--- config.mk ---
export PLATFORM = sky130hd
export DESIGN_NAME = ebac_top
export DESIGN_NICKNAME = d
export VERILOG_FILES = /design/src/rtl/ebac_pkg.sv /design/src/rtl/ebac_top.sv
export SDC_FILE = /design/constraint.sdc
export NUM_CORES = 1
export LEC_CHECK = 0
export BUFFER_PORTS_ARGS = -buffer_cell sky130_fd_sc_hd__buf_2
export CORE_MARGIN = 3
export CORE_UTILIZATION = 45
export DETAILED_ROUTE_END_ITERATION = 16
export GPL_ROUTABILITY_DRIVEN = 0
export HOLD_SLACK_MARGIN = 0.08
export PLACE_DENSITY = 0.73
export SETUP_SLACK_MARGIN = 0.05
export SYNTH_ARGS = -nofsm -noshare
export SYNTH_HDL_FRONTEND = slang
export SYNTH_SLANG_ARGS = --single-unit
--- constraint.sdc ---
create_clock -name clk_i -period 1.9 [get_ports clk_i]
set_input_delay 0.475 -clock clk_i [delete_from_list [all_inputs] [get_ports clk_i]]
set_output_delay 0.475 -clock clk_i [all_outputs]
set_load 0.02 [all_outputs]
--- src/rtl/ebac_pkg.sv ---
package ebac_pkg;
	// ==========================================
	// Register byte addresses (low 16 bits of the printed address)
	localparam logic [15:0] ADDR_AREA_WIDTH_SELECT = 16'hffec;
	localparam logic [15:0] ADDR_AREA_ACCESS_LENGTH = 16'hffed;
	localparam logic [15:0] ADDR_WAIT_MODE_CONTROL = 16'hffee;
	localparam logic [15:0] ADDR_WAIT_CTL_AREA_EN = 16'hffef;
	localparam logic [15:0] ADDR_BUS_RELEASE_CONTROL = 16'hfff3;
	localparam logic [15:0] ADDR_BUS_STATUS = 16'hfff4;
	// ==========================================
	// Reset values
	localparam logic [7:0] RST_WIDTH_8BIT = 8'hff;
	localparam logic [7:0] RST_WIDTH_16BIT = 8'h00;
	localparam logic [7:0] RST_ACCESS_LENGTH = 8'hff;
	localparam logic [7:0] RST_WAIT_MODE = 8'hf3;
	localparam logic [7:0] RST_WAIT_CTL_EN = 8'hff;
	localparam logic [7:0] RST_BUS_RELEASE = 8'hfe;
	// ==========================================
	// Field positions and fixed bits
	localparam int WMS_LSB = 2;
	localparam int WC_LSB = 0;
	localparam int BUS_RELEASE_EN_BIT = 0;
	localparam logic [7:0] WAIT_MODE_RO_ONES = 8'hf0;
	localparam logic [7:0] BUS_RELEASE_RO_ONES = 8'hfe;
	// ==========================================
	// Address area decode
	localparam int AREA_LSB_1M = 17;
	localparam int AREA_LSB_16M = 21;
	localparam logic [23:0] ONCHIP_BASE_1M = 24'h0ff000;
	localparam logic [23:0] ONCHIP_BASE_16M = 24'hfff000;
	localparam int ONCHIP_STATES = 2;
	// Wait mode encodings
	typedef enum logic [1:0] {
		EBAC_WAIT_PROG = 2'b00,
		EBAC_WAIT_NONE = 2'b01,
		EBAC_WAIT_PIN1 = 2'b10,
		EBAC_WAIT_AUTO = 2'b11
	} ebac_wait_mode_t;
	// Bus owners
	typedef enum logic [1:0] {
		EBAC_OWN_CPU = 2'b00,
		EBAC_OWN_DMA = 2'b01,
		EBAC_OWN_REFRESH = 2'b10,
		EBAC_OWN_EXT = 2'b11
	} ebac_owner_t;
endpackage : ebac_pkg

--- src/rtl/ebac_top.sv ---
// Design decision made here: the Wishbone register port.
`timescale 1ns/1ps
module ebac_top (
	input wire logic clk_i,
	input wire logic rst_i,
	input wire logic mode_8bit_default_i,
	input wire logic mode_16m_i,
	// Wishbone slave
	input wire logic wb_cyc_i,
	input wire logic wb_stb_i,
	input wire logic wb_we_i,
	input wire logic [15:0] wb_adr_i,
	input wire logic [7:0] wb_dat_i,
	input wire logic [0:0] wb_sel_i,
	output logic [7:0] wb_dat_o,
	output logic wb_ack_o,
	// Internal access request
	input wire logic acc_req_i,
	input wire logic acc_we_i,
	input wire logic [23:0] acc_addr_i,
	input wire logic acc_upper_i,
	input wire logic acc_lower_i,
	output logic acc_done_o,
	input wire logic dma_req_i,
	input wire logic refresh_req_i,
	output logic [1:0] bus_owner_o,
	// External pins
	output logic [23:0] ext_addr_o,
	output logic [7:0] area_select_n_o,
	output logic addr_strobe_n_o,
	output logic read_strobe_n_o,
	output logic upper_write_strobe_n_o,
	output logic lower_write_strobe_n_o,
	input wire logic wait_req_n_i,
	input wire logic ext_bus_request_n_i,
	output logic ext_bus_ack_n_o,
	output logic bus_8bit_mode_o,
	output logic req_pins_as_io_o
);
	// ==========================================
	// Registers
	logic [7:0] area_byte_width;
	logic [7:0] area_three_state;
	logic [1:0] wait_mode_sel;
	logic [1:0] wait_count;
	logic [7:0] area_wait_ctl_en;
	logic bus_release_en;
	logic reset_seen;
	logic wb_hit;
	logic wb_wr;

	// Pin synchronisers
	logic [1:0] wait_sync;
	logic [1:0] ext_bus_request_n_sync;
	logic wait_active;
	logic ext_bus_request_n_active;

	// Access sequencer
	typedef enum logic [2:0] {
		EBAC_IDLE = 3'b000,
		EBAC_T1 = 3'b001,
		EBAC_T2 = 3'b010,
		EBAC_TW = 3'b011,
		EBAC_T3 = 3'b100,
		EBAC_INT = 3'b101,
		EBAC_REL = 3'b110
	} ebac_state_t;
	ebac_state_t state;
	ebac_state_t next_state;
	logic [2:0] area;
	logic onchip;
	logic cur_we;
	logic cur_upper;
	logic cur_lower;
	logic cur_3state;
	logic cur_8bit;
	logic [1:0] waits_left;
	logic [1:0] int_cnt;
	ebac_pkg::ebac_owner_t owner;

	// Area index from address, by address space size
	function automatic logic [2:0] ebac_area_of(input logic [23:0] a, input logic m16);
		ebac_area_of = m16 ? a[ebac_pkg::AREA_LSB_16M +: 3] : a[ebac_pkg::AREA_LSB_1M +: 3];
	endfunction : ebac_area_of

	// Top 4 kB of either space is on-chip memory and registers
	function automatic logic ebac_is_onchip(input logic [23:0] a, input logic m16);
		ebac_is_onchip = m16 ? (a >= ebac_pkg::ONCHIP_BASE_16M) :
			(a[19:0] >= ebac_pkg::ONCHIP_BASE_1M[19:0]);
	endfunction : ebac_is_onchip

	assign wait_active = ~wait_sync[1];
	assign ext_bus_request_n_active = ~ext_bus_request_n_sync[1];

	// ==========================================
	// Wishbone slave: one-cycle ack, byte lane 0 only
	assign wb_hit = wb_cyc_i & wb_stb_i & ~wb_ack_o;
	assign wb_wr = wb_hit & wb_we_i & wb_sel_i[0];

	always_ff @(posedge clk_i) begin
		if (rst_i) begin
			wb_ack_o <= 1'b0;
		end else begin
			wb_ack_o <= wb_hit;
		end
	end

	// Read data; unmapped addresses read zero
	always_ff @(posedge clk_i) begin
		if (rst_i) begin
			wb_dat_o <= 8'h00;
		end else if (wb_hit) begin
			case (wb_adr_i)
				ebac_pkg::ADDR_AREA_WIDTH_SELECT: wb_dat_o <= area_byte_width;
				ebac_pkg::ADDR_AREA_ACCESS_LENGTH: wb_dat_o <= area_three_state;
				ebac_pkg::ADDR_WAIT_MODE_CONTROL: wb_dat_o <= ebac_pkg::WAIT_MODE_RO_ONES |
					{4'h0, wait_mode_sel, wait_count};
				ebac_pkg::ADDR_WAIT_CTL_AREA_EN: wb_dat_o <= area_wait_ctl_en;
				ebac_pkg::ADDR_BUS_RELEASE_CONTROL: wb_dat_o <= ebac_pkg::BUS_RELEASE_RO_ONES |
					{7'h00, bus_release_en};
				ebac_pkg::ADDR_BUS_STATUS: wb_dat_o <= {3'h0, state, owner};
				default: wb_dat_o <= 8'h00;
			endcase
		end
	end

	// width reset by mode strap, caught after release; written over Wishbone otherwise
	always_ff @(posedge clk_i) begin
		if (rst_i) begin
			reset_seen <= 1'b1;
			area_byte_width <= ebac_pkg::RST_WIDTH_16BIT;
		end else if (reset_seen) begin
			reset_seen <= 1'b0;
			area_byte_width <= mode_8bit_default_i ? ebac_pkg::RST_WIDTH_8BIT :
				ebac_pkg::RST_WIDTH_16BIT;
		end else if (wb_wr && wb_adr_i == ebac_pkg::ADDR_AREA_WIDTH_SELECT) begin
			area_byte_width <= wb_dat_i;
		end
	end

	always_ff @(posedge clk_i) begin
		if (rst_i) begin
			area_three_state <= ebac_pkg::RST_ACCESS_LENGTH;
		end else if (wb_wr && wb_adr_i == ebac_pkg::ADDR_AREA_ACCESS_LENGTH) begin
			area_three_state <= wb_dat_i;
		end
	end

	always_ff @(posedge clk_i) begin
		if (rst_i) begin
			wait_mode_sel <= ebac_pkg::RST_WAIT_MODE[ebac_pkg::WMS_LSB +: 2];
			wait_count <= ebac_pkg::RST_WAIT_MODE[ebac_pkg::WC_LSB +: 2];
		end else if (wb_wr && wb_adr_i == ebac_pkg::ADDR_WAIT_MODE_CONTROL) begin
			wait_mode_sel <= wb_dat_i[ebac_pkg::WMS_LSB +: 2];
			wait_count <= wb_dat_i[ebac_pkg::WC_LSB +: 2];
		end
	end

	always_ff @(posedge clk_i) begin
		if (rst_i) begin
			area_wait_ctl_en <= ebac_pkg::RST_WAIT_CTL_EN;
		end else if (wb_wr && wb_adr_i == ebac_pkg::ADDR_WAIT_CTL_AREA_EN) begin
			area_wait_ctl_en <= wb_dat_i;
		end
	end

	always_ff @(posedge clk_i) begin
		if (rst_i) begin
			bus_release_en <= ebac_pkg::RST_BUS_RELEASE[ebac_pkg::BUS_RELEASE_EN_BIT];
		end else if (wb_wr && wb_adr_i == ebac_pkg::ADDR_BUS_RELEASE_CONTROL) begin
			bus_release_en <= wb_dat_i[ebac_pkg::BUS_RELEASE_EN_BIT];
		end
	end

	// eight-bit bus mode when every area is 8-bit
	assign bus_8bit_mode_o = &area_byte_width;
	// request pins free for I/O while release disabled
	assign req_pins_as_io_o = ~bus_release_en;

	// ==========================================
	// Two-flop synchronisers for pins
	always_ff @(posedge clk_i) begin
		if (rst_i) begin
			wait_sync <= 2'b11;
			ext_bus_request_n_sync <= 2'b11;
		end else begin
			wait_sync <= {wait_sync[0], wait_req_n_i};
			ext_bus_request_n_sync <= {ext_bus_request_n_sync[0], ext_bus_request_n_i};
		end
	end

	// ==========================================
	// Sequencer next state
	always_comb begin
		next_state = state;
		case (state)
			EBAC_IDLE: begin
				if (bus_release_en && ext_bus_request_n_active) begin
					next_state = EBAC_REL;
				// Request still stands in the done cycle; taking it would repeat the access
				end else if (acc_req_i && !acc_done_o && owner != ebac_pkg::EBAC_OWN_EXT) begin
					next_state = ebac_is_onchip(acc_addr_i, mode_16m_i) ? EBAC_INT : EBAC_T1;
				end
			end
			EBAC_T1: next_state = EBAC_T2;
			EBAC_T2: begin
				if (!cur_3state) begin
					next_state = EBAC_IDLE;
				end else if (waits_left != 2'd0) begin
					next_state = EBAC_TW;
				end else if (area_wait_ctl_en[area] == 1'b0 || wait_mode_sel[1]) begin
					// pin wait sampled only in three-state areas
					next_state = wait_active ? EBAC_TW : EBAC_T3;
				end else begin
					next_state = EBAC_T3;
				end
			end
			EBAC_TW: begin
				// extend while pin wait held after programmed waits
				if (waits_left > 2'd1) begin
					next_state = EBAC_TW;
				end else if ((area_wait_ctl_en[area] == 1'b0 || wait_mode_sel[1]) &&
					wait_active) begin
					next_state = EBAC_TW;
				end else begin
					next_state = EBAC_T3;
				end
			end
			EBAC_T3: next_state = EBAC_IDLE;
			EBAC_INT: next_state = (int_cnt == 2'(ebac_pkg::ONCHIP_STATES - 1)) ? EBAC_IDLE :
				EBAC_INT;
			EBAC_REL: next_state = (ext_bus_request_n_active && bus_release_en) ? EBAC_REL : EBAC_IDLE;
			default: next_state = EBAC_IDLE;
		endcase
	end

	always_ff @(posedge clk_i) begin
		if (rst_i) begin
			state <= EBAC_IDLE;
		end else begin
			state <= next_state;
		end
	end

	// Latch access attributes at start; width and three-state changes mid-access apply next time
	always_ff @(posedge clk_i) begin
		if (rst_i) begin
			area <= 3'd0;
			onchip <= 1'b0;
			cur_we <= 1'b0;
			cur_upper <= 1'b0;
			cur_lower <= 1'b0;
			cur_3state <= 1'b0;
			cur_8bit <= 1'b0;
			ext_addr_o <= 24'h000000;
		end else if (state == EBAC_IDLE && (next_state == EBAC_T1 || next_state == EBAC_INT)) begin
			area <= ebac_area_of(acc_addr_i, mode_16m_i);
			onchip <= (next_state == EBAC_INT);
			cur_we <= acc_we_i;
			// width bit latched for on-chip accesses too; only the external write strobes use it
			cur_8bit <= area_byte_width[ebac_area_of(acc_addr_i, mode_16m_i)];
			cur_upper <= acc_upper_i;
			cur_lower <= acc_lower_i;
			cur_3state <= area_three_state[ebac_area_of(acc_addr_i, mode_16m_i)];
			ext_addr_o <= acc_addr_i;
		end
	end

	// programmed waits in every mode but no-wait, with control enabled
	always_ff @(posedge clk_i) begin
		if (rst_i) begin
			waits_left <= 2'd0;
		end else if (state == EBAC_T1) begin
			if (area_wait_ctl_en[area] && (wait_mode_sel == ebac_pkg::EBAC_WAIT_PROG ||
				wait_mode_sel == ebac_pkg::EBAC_WAIT_AUTO ||
				wait_mode_sel == ebac_pkg::EBAC_WAIT_PIN1)) begin
				waits_left <= wait_count;
			end else begin
				waits_left <= 2'd0;
			end
		end else if (state == EBAC_TW && waits_left != 2'd0) begin
			waits_left <= waits_left - 2'd1;
		end
	end

	always_ff @(posedge clk_i) begin
		if (rst_i) begin
			int_cnt <= 2'd0;
		end else if (state == EBAC_INT) begin
			int_cnt <= int_cnt + 2'd1;
		end else begin
			int_cnt <= 2'd0;
		end
	end

	// arbiter: external > refresh > dma > cpu, changes only between accesses
	always_ff @(posedge clk_i) begin
		if (rst_i) begin
			owner <= ebac_pkg::EBAC_OWN_CPU;
		end else if (next_state == EBAC_REL) begin
			owner <= ebac_pkg::EBAC_OWN_EXT;
		end else if (next_state == EBAC_IDLE) begin
			if (refresh_req_i) begin
				owner <= ebac_pkg::EBAC_OWN_REFRESH;
			end else if (dma_req_i) begin
				owner <= ebac_pkg::EBAC_OWN_DMA;
			end else begin
				owner <= ebac_pkg::EBAC_OWN_CPU;
			end
		end
	end
	assign bus_owner_o = owner;

	// ==========================================
	// Pin strobes, registered from next state
	always_ff @(posedge clk_i) begin
		if (rst_i) begin
			area_select_n_o <= 8'hff;
			addr_strobe_n_o <= 1'b1;
			read_strobe_n_o <= 1'b1;
			upper_write_strobe_n_o <= 1'b1;
			lower_write_strobe_n_o <= 1'b1;
			ext_bus_ack_n_o <= 1'b1;
			acc_done_o <= 1'b0;
		end else begin
			// area select; on-chip uses area 7
			area_select_n_o <= 8'hff;
			if (state == EBAC_INT) begin
				area_select_n_o[7] <= 1'b0;
			end else if (state inside {EBAC_T1, EBAC_T2, EBAC_TW, EBAC_T3} &&
				next_state != EBAC_IDLE) begin
				area_select_n_o[area] <= 1'b0;
			end
			// address strobe through the external access
			addr_strobe_n_o <= ~(state inside {EBAC_T1, EBAC_T2, EBAC_TW} &&
				next_state != EBAC_IDLE);
			read_strobe_n_o <= ~(!cur_we && !onchip && state inside {EBAC_T1, EBAC_T2, EBAC_TW} &&
				next_state != EBAC_IDLE);
			// upper strobe; 8-bit areas use upper lane
			upper_write_strobe_n_o <= ~(cur_we && (cur_upper || cur_8bit) &&
				state inside {EBAC_T2, EBAC_TW} && next_state != EBAC_IDLE);
			// lower strobe only on 16-bit areas
			lower_write_strobe_n_o <= ~(cur_we && cur_lower && !cur_8bit &&
				state inside {EBAC_T2, EBAC_TW} && next_state != EBAC_IDLE);
			ext_bus_ack_n_o <= ~(next_state == EBAC_REL);
			acc_done_o <= (state != EBAC_IDLE && state != EBAC_REL && next_state == EBAC_IDLE);
		end
	end
endmodule : ebac_top

# After elaboration in Yosys (flattened, before gate mapping)
# Index checks and enable logic that the tools add are counted.
[totals]
ff_bits = 99
in_bits = 64
output_inout_bits = 51
elab_cells = 163
[op_classes]
add_sub_neg = 2
order_cmp = 6
eq_ne = 20
muxes = 36
bitwise = 17
reduce_logical = 51
[op_table]
columns = ["op", "n"]
rows = [
  ["== test 16 bit, second input constant", 6],
  ["one-hot mux 8 bit (6 select lines)", 1],
  ["two-way mux 3 bit", 12],
  ["two-way mux 8 bit", 4],
  ["logical AND 1 bit", 27],
  ["greater-or-equal comparator 24 bit, second input constant", 1],
  ["greater-or-equal comparator 20 bit, second input constant", 1],
  ["one-hot mux 3 bit (6 select lines)", 1],
  ["== test 3 bit, second input constant", 5],
  ["two-way mux 2 bit", 6],
  ["inverter 1 bit", 12],
  ["nonzero test 2 bit", 5],
  ["binary-select mux 1 bit (select 3 bit)", 3],
  ["nonzero test 3 bit", 3],
  ["< comparator 3 x 4 -> 1 bit, second input constant", 2],
  ["two-way mux 1 bit", 8],
  ["inverter 8 bit", 1],
  ["AND reduction 8 bit", 1],
  ["== test 3 x 1 -> 1 bit, second input constant", 2],
  ["== test 3 x 2 -> 1 bit, second input constant", 2],
  ["logical NOT 3 bit", 2],
  ["logical OR 1 bit", 5],
  ["bitwise AND 1 bit", 4],
  ["== test 2 bit, second input constant", 2],
  ["13 further kinds", 16],
]

# Depth between registers and ports, before layout
[logic_depth]
ltp_word = 12
mapped_depth = 9
ltp_nobuf = 8

# Worst setup path after synthesis
# OpenSTA, ideal clock, no wires.
[synth_path]
path_kind = "flip-flop to flip-flop"
startpoint = "register area[0]"
endpoint = "register area_select_n_o[3]"
setup_time_ns = 0.151
arrival_time_ns = 1.711
required_ns = 1.749
path_slack_ns = 0.038
stages_incl_launch_ff = 8
path_buffers = 1
period_less_slack_ns = 1.862
cell_sequence = "dfxtp_1 -> mux2_4 -> o22ai_2 -> nor3_2 -> a211o_4 -> a31oi_2 -> buf_4 -> nand4b_1"
[synth_between]
elab_chain_len = 12
word_cells_on_any_way = 21
cone_classes = "2 x order compare; 10 x mux; 3 x bitwise; 6 x reduce/logical"
[synth_lines]
columns = ["item", "line_no", "text"]
rows = [
  ["from (decl)", "ebac_top.sv:70", "logic [2:0] area;"],
  ["from (signal assigned)", "ebac_top.sv:257", "area <= ebac_area_of(acc_addr_i, mode_16m_i);"],
  ["binary-select mux 1 bit (select 3 bit)", "ebac_top.sv:211, ebac_top.sv:222", ""],
  ["two-way mux 1 bit (not written as such)", "ebac_top.sv:211, ebac_top.sv:222", ""],
  ["inverter 1 bit", "ebac_top.sv:211, ebac_top.sv:222", ""],
  ["logical OR 1 bit", "ebac_top.sv:211, ebac_top.sv:222", ""],
  ["two-way mux 3 bit or logical AND 1 bit (tied branches)", "ebac_top.sv:211, ebac_top.sv:222", ""],
  ["two-way mux 3 bit, on equally long branches", "ebac_top.sv:209, ebac_top.sv:222", ""],
  ["two-way mux 3 bit, on equally long branches", "ebac_top.sv:207, ebac_top.sv:220", ""],
  ["one-hot mux 3 bit (6 select lines)", "ebac_top.sv:196", "case (state)"],
  ["nonzero test 3 bit", "ebac_top.sv:331", "next_state != EBAC_IDLE) begin"],
  ["logical AND 1 bit", "ebac_top.sv:330", "end else if (state inside {EBAC_T1, EBAC_T2, EBAC_TW, EBAC_T3} &&"],
  ["inverter 1 bit (no line)", "-", ""],
  ["OR reduction 3 bit (no line)", "-", ""],
  ["to (signal assigned)", "ebac_top.sv:318", "area_select_n_o <= 8'hff;"],
  ["to (signal assigned)", "ebac_top.sv:327", "area_select_n_o <= 8'hff;"],
  ["to (signal, indexed assignment)", "ebac_top.sv:332", "area_select_n_o[area] <= 1'b0;"],
  ["to (decl)", "ebac_top.sv:29", "output logic [7:0] area_select_n_o,"],
]
# Parallel ways exist; a longest one is shown, timed or not. The select of a mux whose other input is x is not followed.
# A chain may end at the register's enable or synchronous reset.

# Worst setup path in the final report
[layout_path]
startpoint = "register area[0]"
endpoint = "register owner[1] (netlist: bus_owner_o[1])"
[layout_between]
elab_chain_len = 10
word_cells_on_any_way = 15
cone_classes = "1 x eq/ne; 9 x mux; 1 x bitwise; 4 x reduce/logical"
[layout_lines]
columns = ["item", "line_no", "text"]
rows = [
  ["binary-select mux 1 bit (select 3 bit) *", "ebac_top.sv:211, ebac_top.sv:222", ""],
  ["two-way mux 1 bit (not written as such) *", "ebac_top.sv:211, ebac_top.sv:222", ""],
  ["inverter 1 bit *", "ebac_top.sv:211, ebac_top.sv:222", ""],
  ["logical OR 1 bit *", "ebac_top.sv:211, ebac_top.sv:222", ""],
  ["two-way mux 3 bit or logical AND 1 bit (tied branches)", "ebac_top.sv:211, ebac_top.sv:222", ""],
  ["two-way mux 3 bit, on equally long branches", "ebac_top.sv:209, ebac_top.sv:222", ""],
  ["two-way mux 3 bit, on equally long branches", "ebac_top.sv:207, ebac_top.sv:220", ""],
  ["one-hot mux 3 bit (6 select lines) *", "ebac_top.sv:196", ""],
  ["== test 3 bit or logical NOT 3 bit (tied branches)", "ebac_top.sv:300, ebac_top.sv:302", ""],
  ["two-way mux 2 bit or nonzero test 2 bit (tied branches)", "-", ""],
  ["to (signal assigned)", "ebac_top.sv:299", "owner <= ebac_pkg::EBAC_OWN_CPU;"],
  ["to (signal assigned)", "ebac_top.sv:301", "owner <= ebac_pkg::EBAC_OWN_EXT;"],
  ["to (signal assigned)", "ebac_top.sv:304", "owner <= ebac_pkg::EBAC_OWN_REFRESH;"],
  ["to (decl)", "ebac_top.sv:79", "ebac_pkg::ebac_owner_t owner;"],
]
# Mark *: on every way between the ends. The rest lies on a longest branch, timed or not. The select of a mux whose other input is x is not followed.

==> metrics.md <==
| Metric | Value |
|---|---|
| Clock-pin transition on the worst setup and hold timing paths | `0.10 ns` |
| Fill cell count | `798` |
| DP Wirelength | `8.58 mm` |
| Startpoint Class | `flop` |
| FP Rows | `34` |
| GRT overflow | `0` |
| Fin. Hold Viols | `0` |
| Part of the power in registers | `51.3%` |
| First-pass GRT wire length | `18.9 mm` |
| Die W | `104 um` |
| Initial antenna violation count | `0` |
| Clock Skews | `0.0111 ns` |
| Synthesized flop and latch total | `99` |
| Die height | `104 um` |
| Max-cap violations | `0` |
| Fin crit share | `102%` |
| Max-slew violation count | `0` |
| Max_slew headroom | `57.0%` |
| Internal Power | `3.06 mW` |
| Worst Tran Pin Value | `0.640 ns` |
| Synth Instances | `476` |
| I/O pin cnt | `115` |
| Sw Share | `31.0%` |
| Area Overhead vs Synth | `26.8%` |
| Routed wire length per instance | `15.3 um` |
| Critical-path top delay cell | `dfxtp_4` |
| Total track usage | `21.2%` |
| Ys flop type | `dfxtp_1` |
| Final min period | `1.95 ns` |
| Synth unique cells | `57` |
| CP endpoint kind | `flop` |
| Routed vias | `3,896` |
| First-pass detailed-route iteration total | `5` |
| Multi-input gate area | `0.00220 mm2` |
| Violation count after the first detailed-route iteration | `236` |
| Via density per instance | `5.30` |
| Synth Warn # | `0` |
| VDD IR max | `0.386 mV` |
| Syn avg cell area | `8.99 um2` |
| Pre-CTS WS | `-0.131 ns` |
| # DRC | `0` |
| Commonest non-fill, non-tap cell in the layout | `buf_2` |
| Final #Nets | `671` |
| Fraction of layout cells with a size suffix above 1 | `32.0%` |
| Status | `finished, violations left` |
| Skew-Pair Late Insertion Delay | `0.37 ns` |
| Most frequent cells in the layout | `buf_2 (114), dfxtp_1 (96), nand2_1 (92), a21oi_1 (51), nor2_1 (39)` |
| Sink Count | `99` |
| Worst-case clock buffer depth | `2` |
| Floorplan core area | `0.00898 mm2` |
| Max stage delay on crit path | `0.40 ns` |
| Initial core utilization | `47.7%` |
| Clock power share | `29.0%` |
| Synthesized area | `0.00428 mm2` |
| Num CTS Buffers | `9` |
| CP arrival | `2.21 ns` |
| Async set-reset flop share out of synthesis | `0%` |
| Unrepaired setup endpoints after global routing | `yes` |
| LEAKAGE | `2.40 nW` |
| Critical Path, Cell by Cell | `mux2_4 -> o22ai_4 -> nor3_4 -> a211o_4 -> and3_4 -> o311a_1` |
| Final worst slack | `-0.0454 ns` |
| Net Sw Power | `1.37 mW` |
| Comb pwr share | `19.7%` |
| Largest net degree at the start of global routing | `39` |
| Final WL | `11.2 mm` |
| Number of synthesized flops with an enable pin | `0` |
| IO Port Bufs | `114` |
| Ant diodes | `0` |
| Syn Nets | `543` |
| Vias in the first global route | `3,818` |
| F_max | `0.514 GHz` |
| Crit Path Class | `flop to flop` |
| Failing checks | `setup timing` |
| Final setup vio count | `5` |
| Post-synthesis sequential area ratio | `46.3%` |
| Setup TNS | `-0.0994 ns` |
| Die area | `0.0107 mm2` |
| Antenna viol nets, final | `0` |
| H-tree depth | `3` |
| Clock root buffer | `clkbuf_8` |
| Power per cell area | `818 mW/mm2` |
| Worst hold path type | `input port to flop` |
| CTS tree | `yes` |
| Worst path required time | `2.16 ns` |
| Reg area | `0.00199 mm2` |
| Peak fanout along the critical path | `5` |
routing by layer:
layer | part of all wire (%) | vias up | GRT usage (%)
li1 | - | 1944 | -
met1 | 43 | 1794 | 28.0
met4 | 1.7 | 0 | 7.41
met5 | 0 | - | 0
met2 | 48 | 138 | 34.7
met3 | 6.6 | 20 | 4.42
stage by stage:
stage / hold slack (ns) / util (%) / cells / power [mW] / cell area, um2
global route: 0.279 / 60.4 / 735 / 4.64 / 5420
detailed placement: 0.399 / 57.3 / 717 / 3.16 / 5150
floorplan: 0.389 / - / 476 / 2.83 / 4280
CTS: 0.265 / 59.7 / 734 / 4.44 / 5360
global placement: 0.395 / 57.3 / 717 / 3.14 / 5150
finish: 0.283 / 60.4 / 735 / 4.44 / 5420
worst max-delay path, delay by kind of cell, from the launching register on:
kind | cells | cell delay, ns
AOI/OAI and AO/OA | 3 | 0.85
and+or+nand+nor | 2 | 0.25
DFF | 1 | 0.40
muxes | 1 | 0.33
final timing paths:
| check | from | to | slack, ns | cells past startpoint |
|---|---|---|---|---|
| min reg2reg | ext_bus_request_n_sync[0] | ext_bus_request_n_sync[1] | 0.42 | 1 |
| max reg2reg | area[0] | bus_owner_o[1] | -0.05 | 6 |
| min | wait_req_n_i | wait_sync[0] | 0.28 | 2 |
| max | area[0] | bus_owner_o[1] | -0.05 | 6 |
synthesized netlist by cell type (all sizes together) (6+ instances only):
cell type  number  area [um2]
nand4b          6        52.6
mux2i          31         310
mux4            8         180
nor3           11        60.1
nor2           40         153
a21oi          52         260
inv             8        30.0
dfxtp          99        1980
a211oi         17         128
nand3           7        35.0
clkbuf         17        63.8
nand2          92         345
buf            14        75.1
nand4          11        75.1
power groups by stage:
stage | registers [mW] | clock network, mW | logic (mW)
2_1_floorplan | 2.39 | 0 | 0.435
3_3_place_gp | 2.32 | 0 | 0.820
3_5_place_dp | 2.32 | 0 | 0.840
4_1_cts | 2.28 | 1.31 | 0.851
5_1_grt | 2.29 | 1.39 | 0.963
6_report | 2.28 | 1.28 | 0.875
state kept, by name, summed over array words and instances, names as in the netlist, 2 cells and up:
| signal | count |
|---|---|
| wait_mode_sel | 2 |
| wait_count | 2 |
| area_wait_ctl_en | 8 |
| bus_owner_o | 2 |
| int_cnt | 2 |
| waits_left | 2 |
| area | 3 |
| ext_bus_request_n_sync | 2 |
| wait_sync | 2 |
| area_select_n_o | 8 |
| wb_dat_o | 8 |
| state | 3 |
| ext_addr_o | 24 |
| area_three_state | 8 |
| area_byte_width | 8 |
cells by family (layout without fill, tap and decap cells):
logic type	Yosys count	in the layout	synth area share [%]
buf+inv	39	172	3.95
simple gates	201	201	22.5
xor+xnor	1	1	0.205
mux	41	41	12.1
fa+ha+maj	3	3	0.878
compound gates	92	92	14.1
flops	99	99	46.3
cell type report:
class,count,share of cell area (%)
Timing Repair Buffer,148,16.0
Tap cell,126,2.91
Clock inverter,7,1.13
Multi-Input combinational cell,338,40.5
Sequential cell,99,36.7
Clock buffer,9,2.28
Inverter,8,0.554
repair_timing:
action                     in CTS  in global routing
hold buffers                    0                  0
setup buffers                   1                  1
pin swaps                       1                  3
gates resized for setup         4                 11
gates cloned                    0                  0
setup endpoints to repair      15                 25
Power figures use the tool's default switching activity.
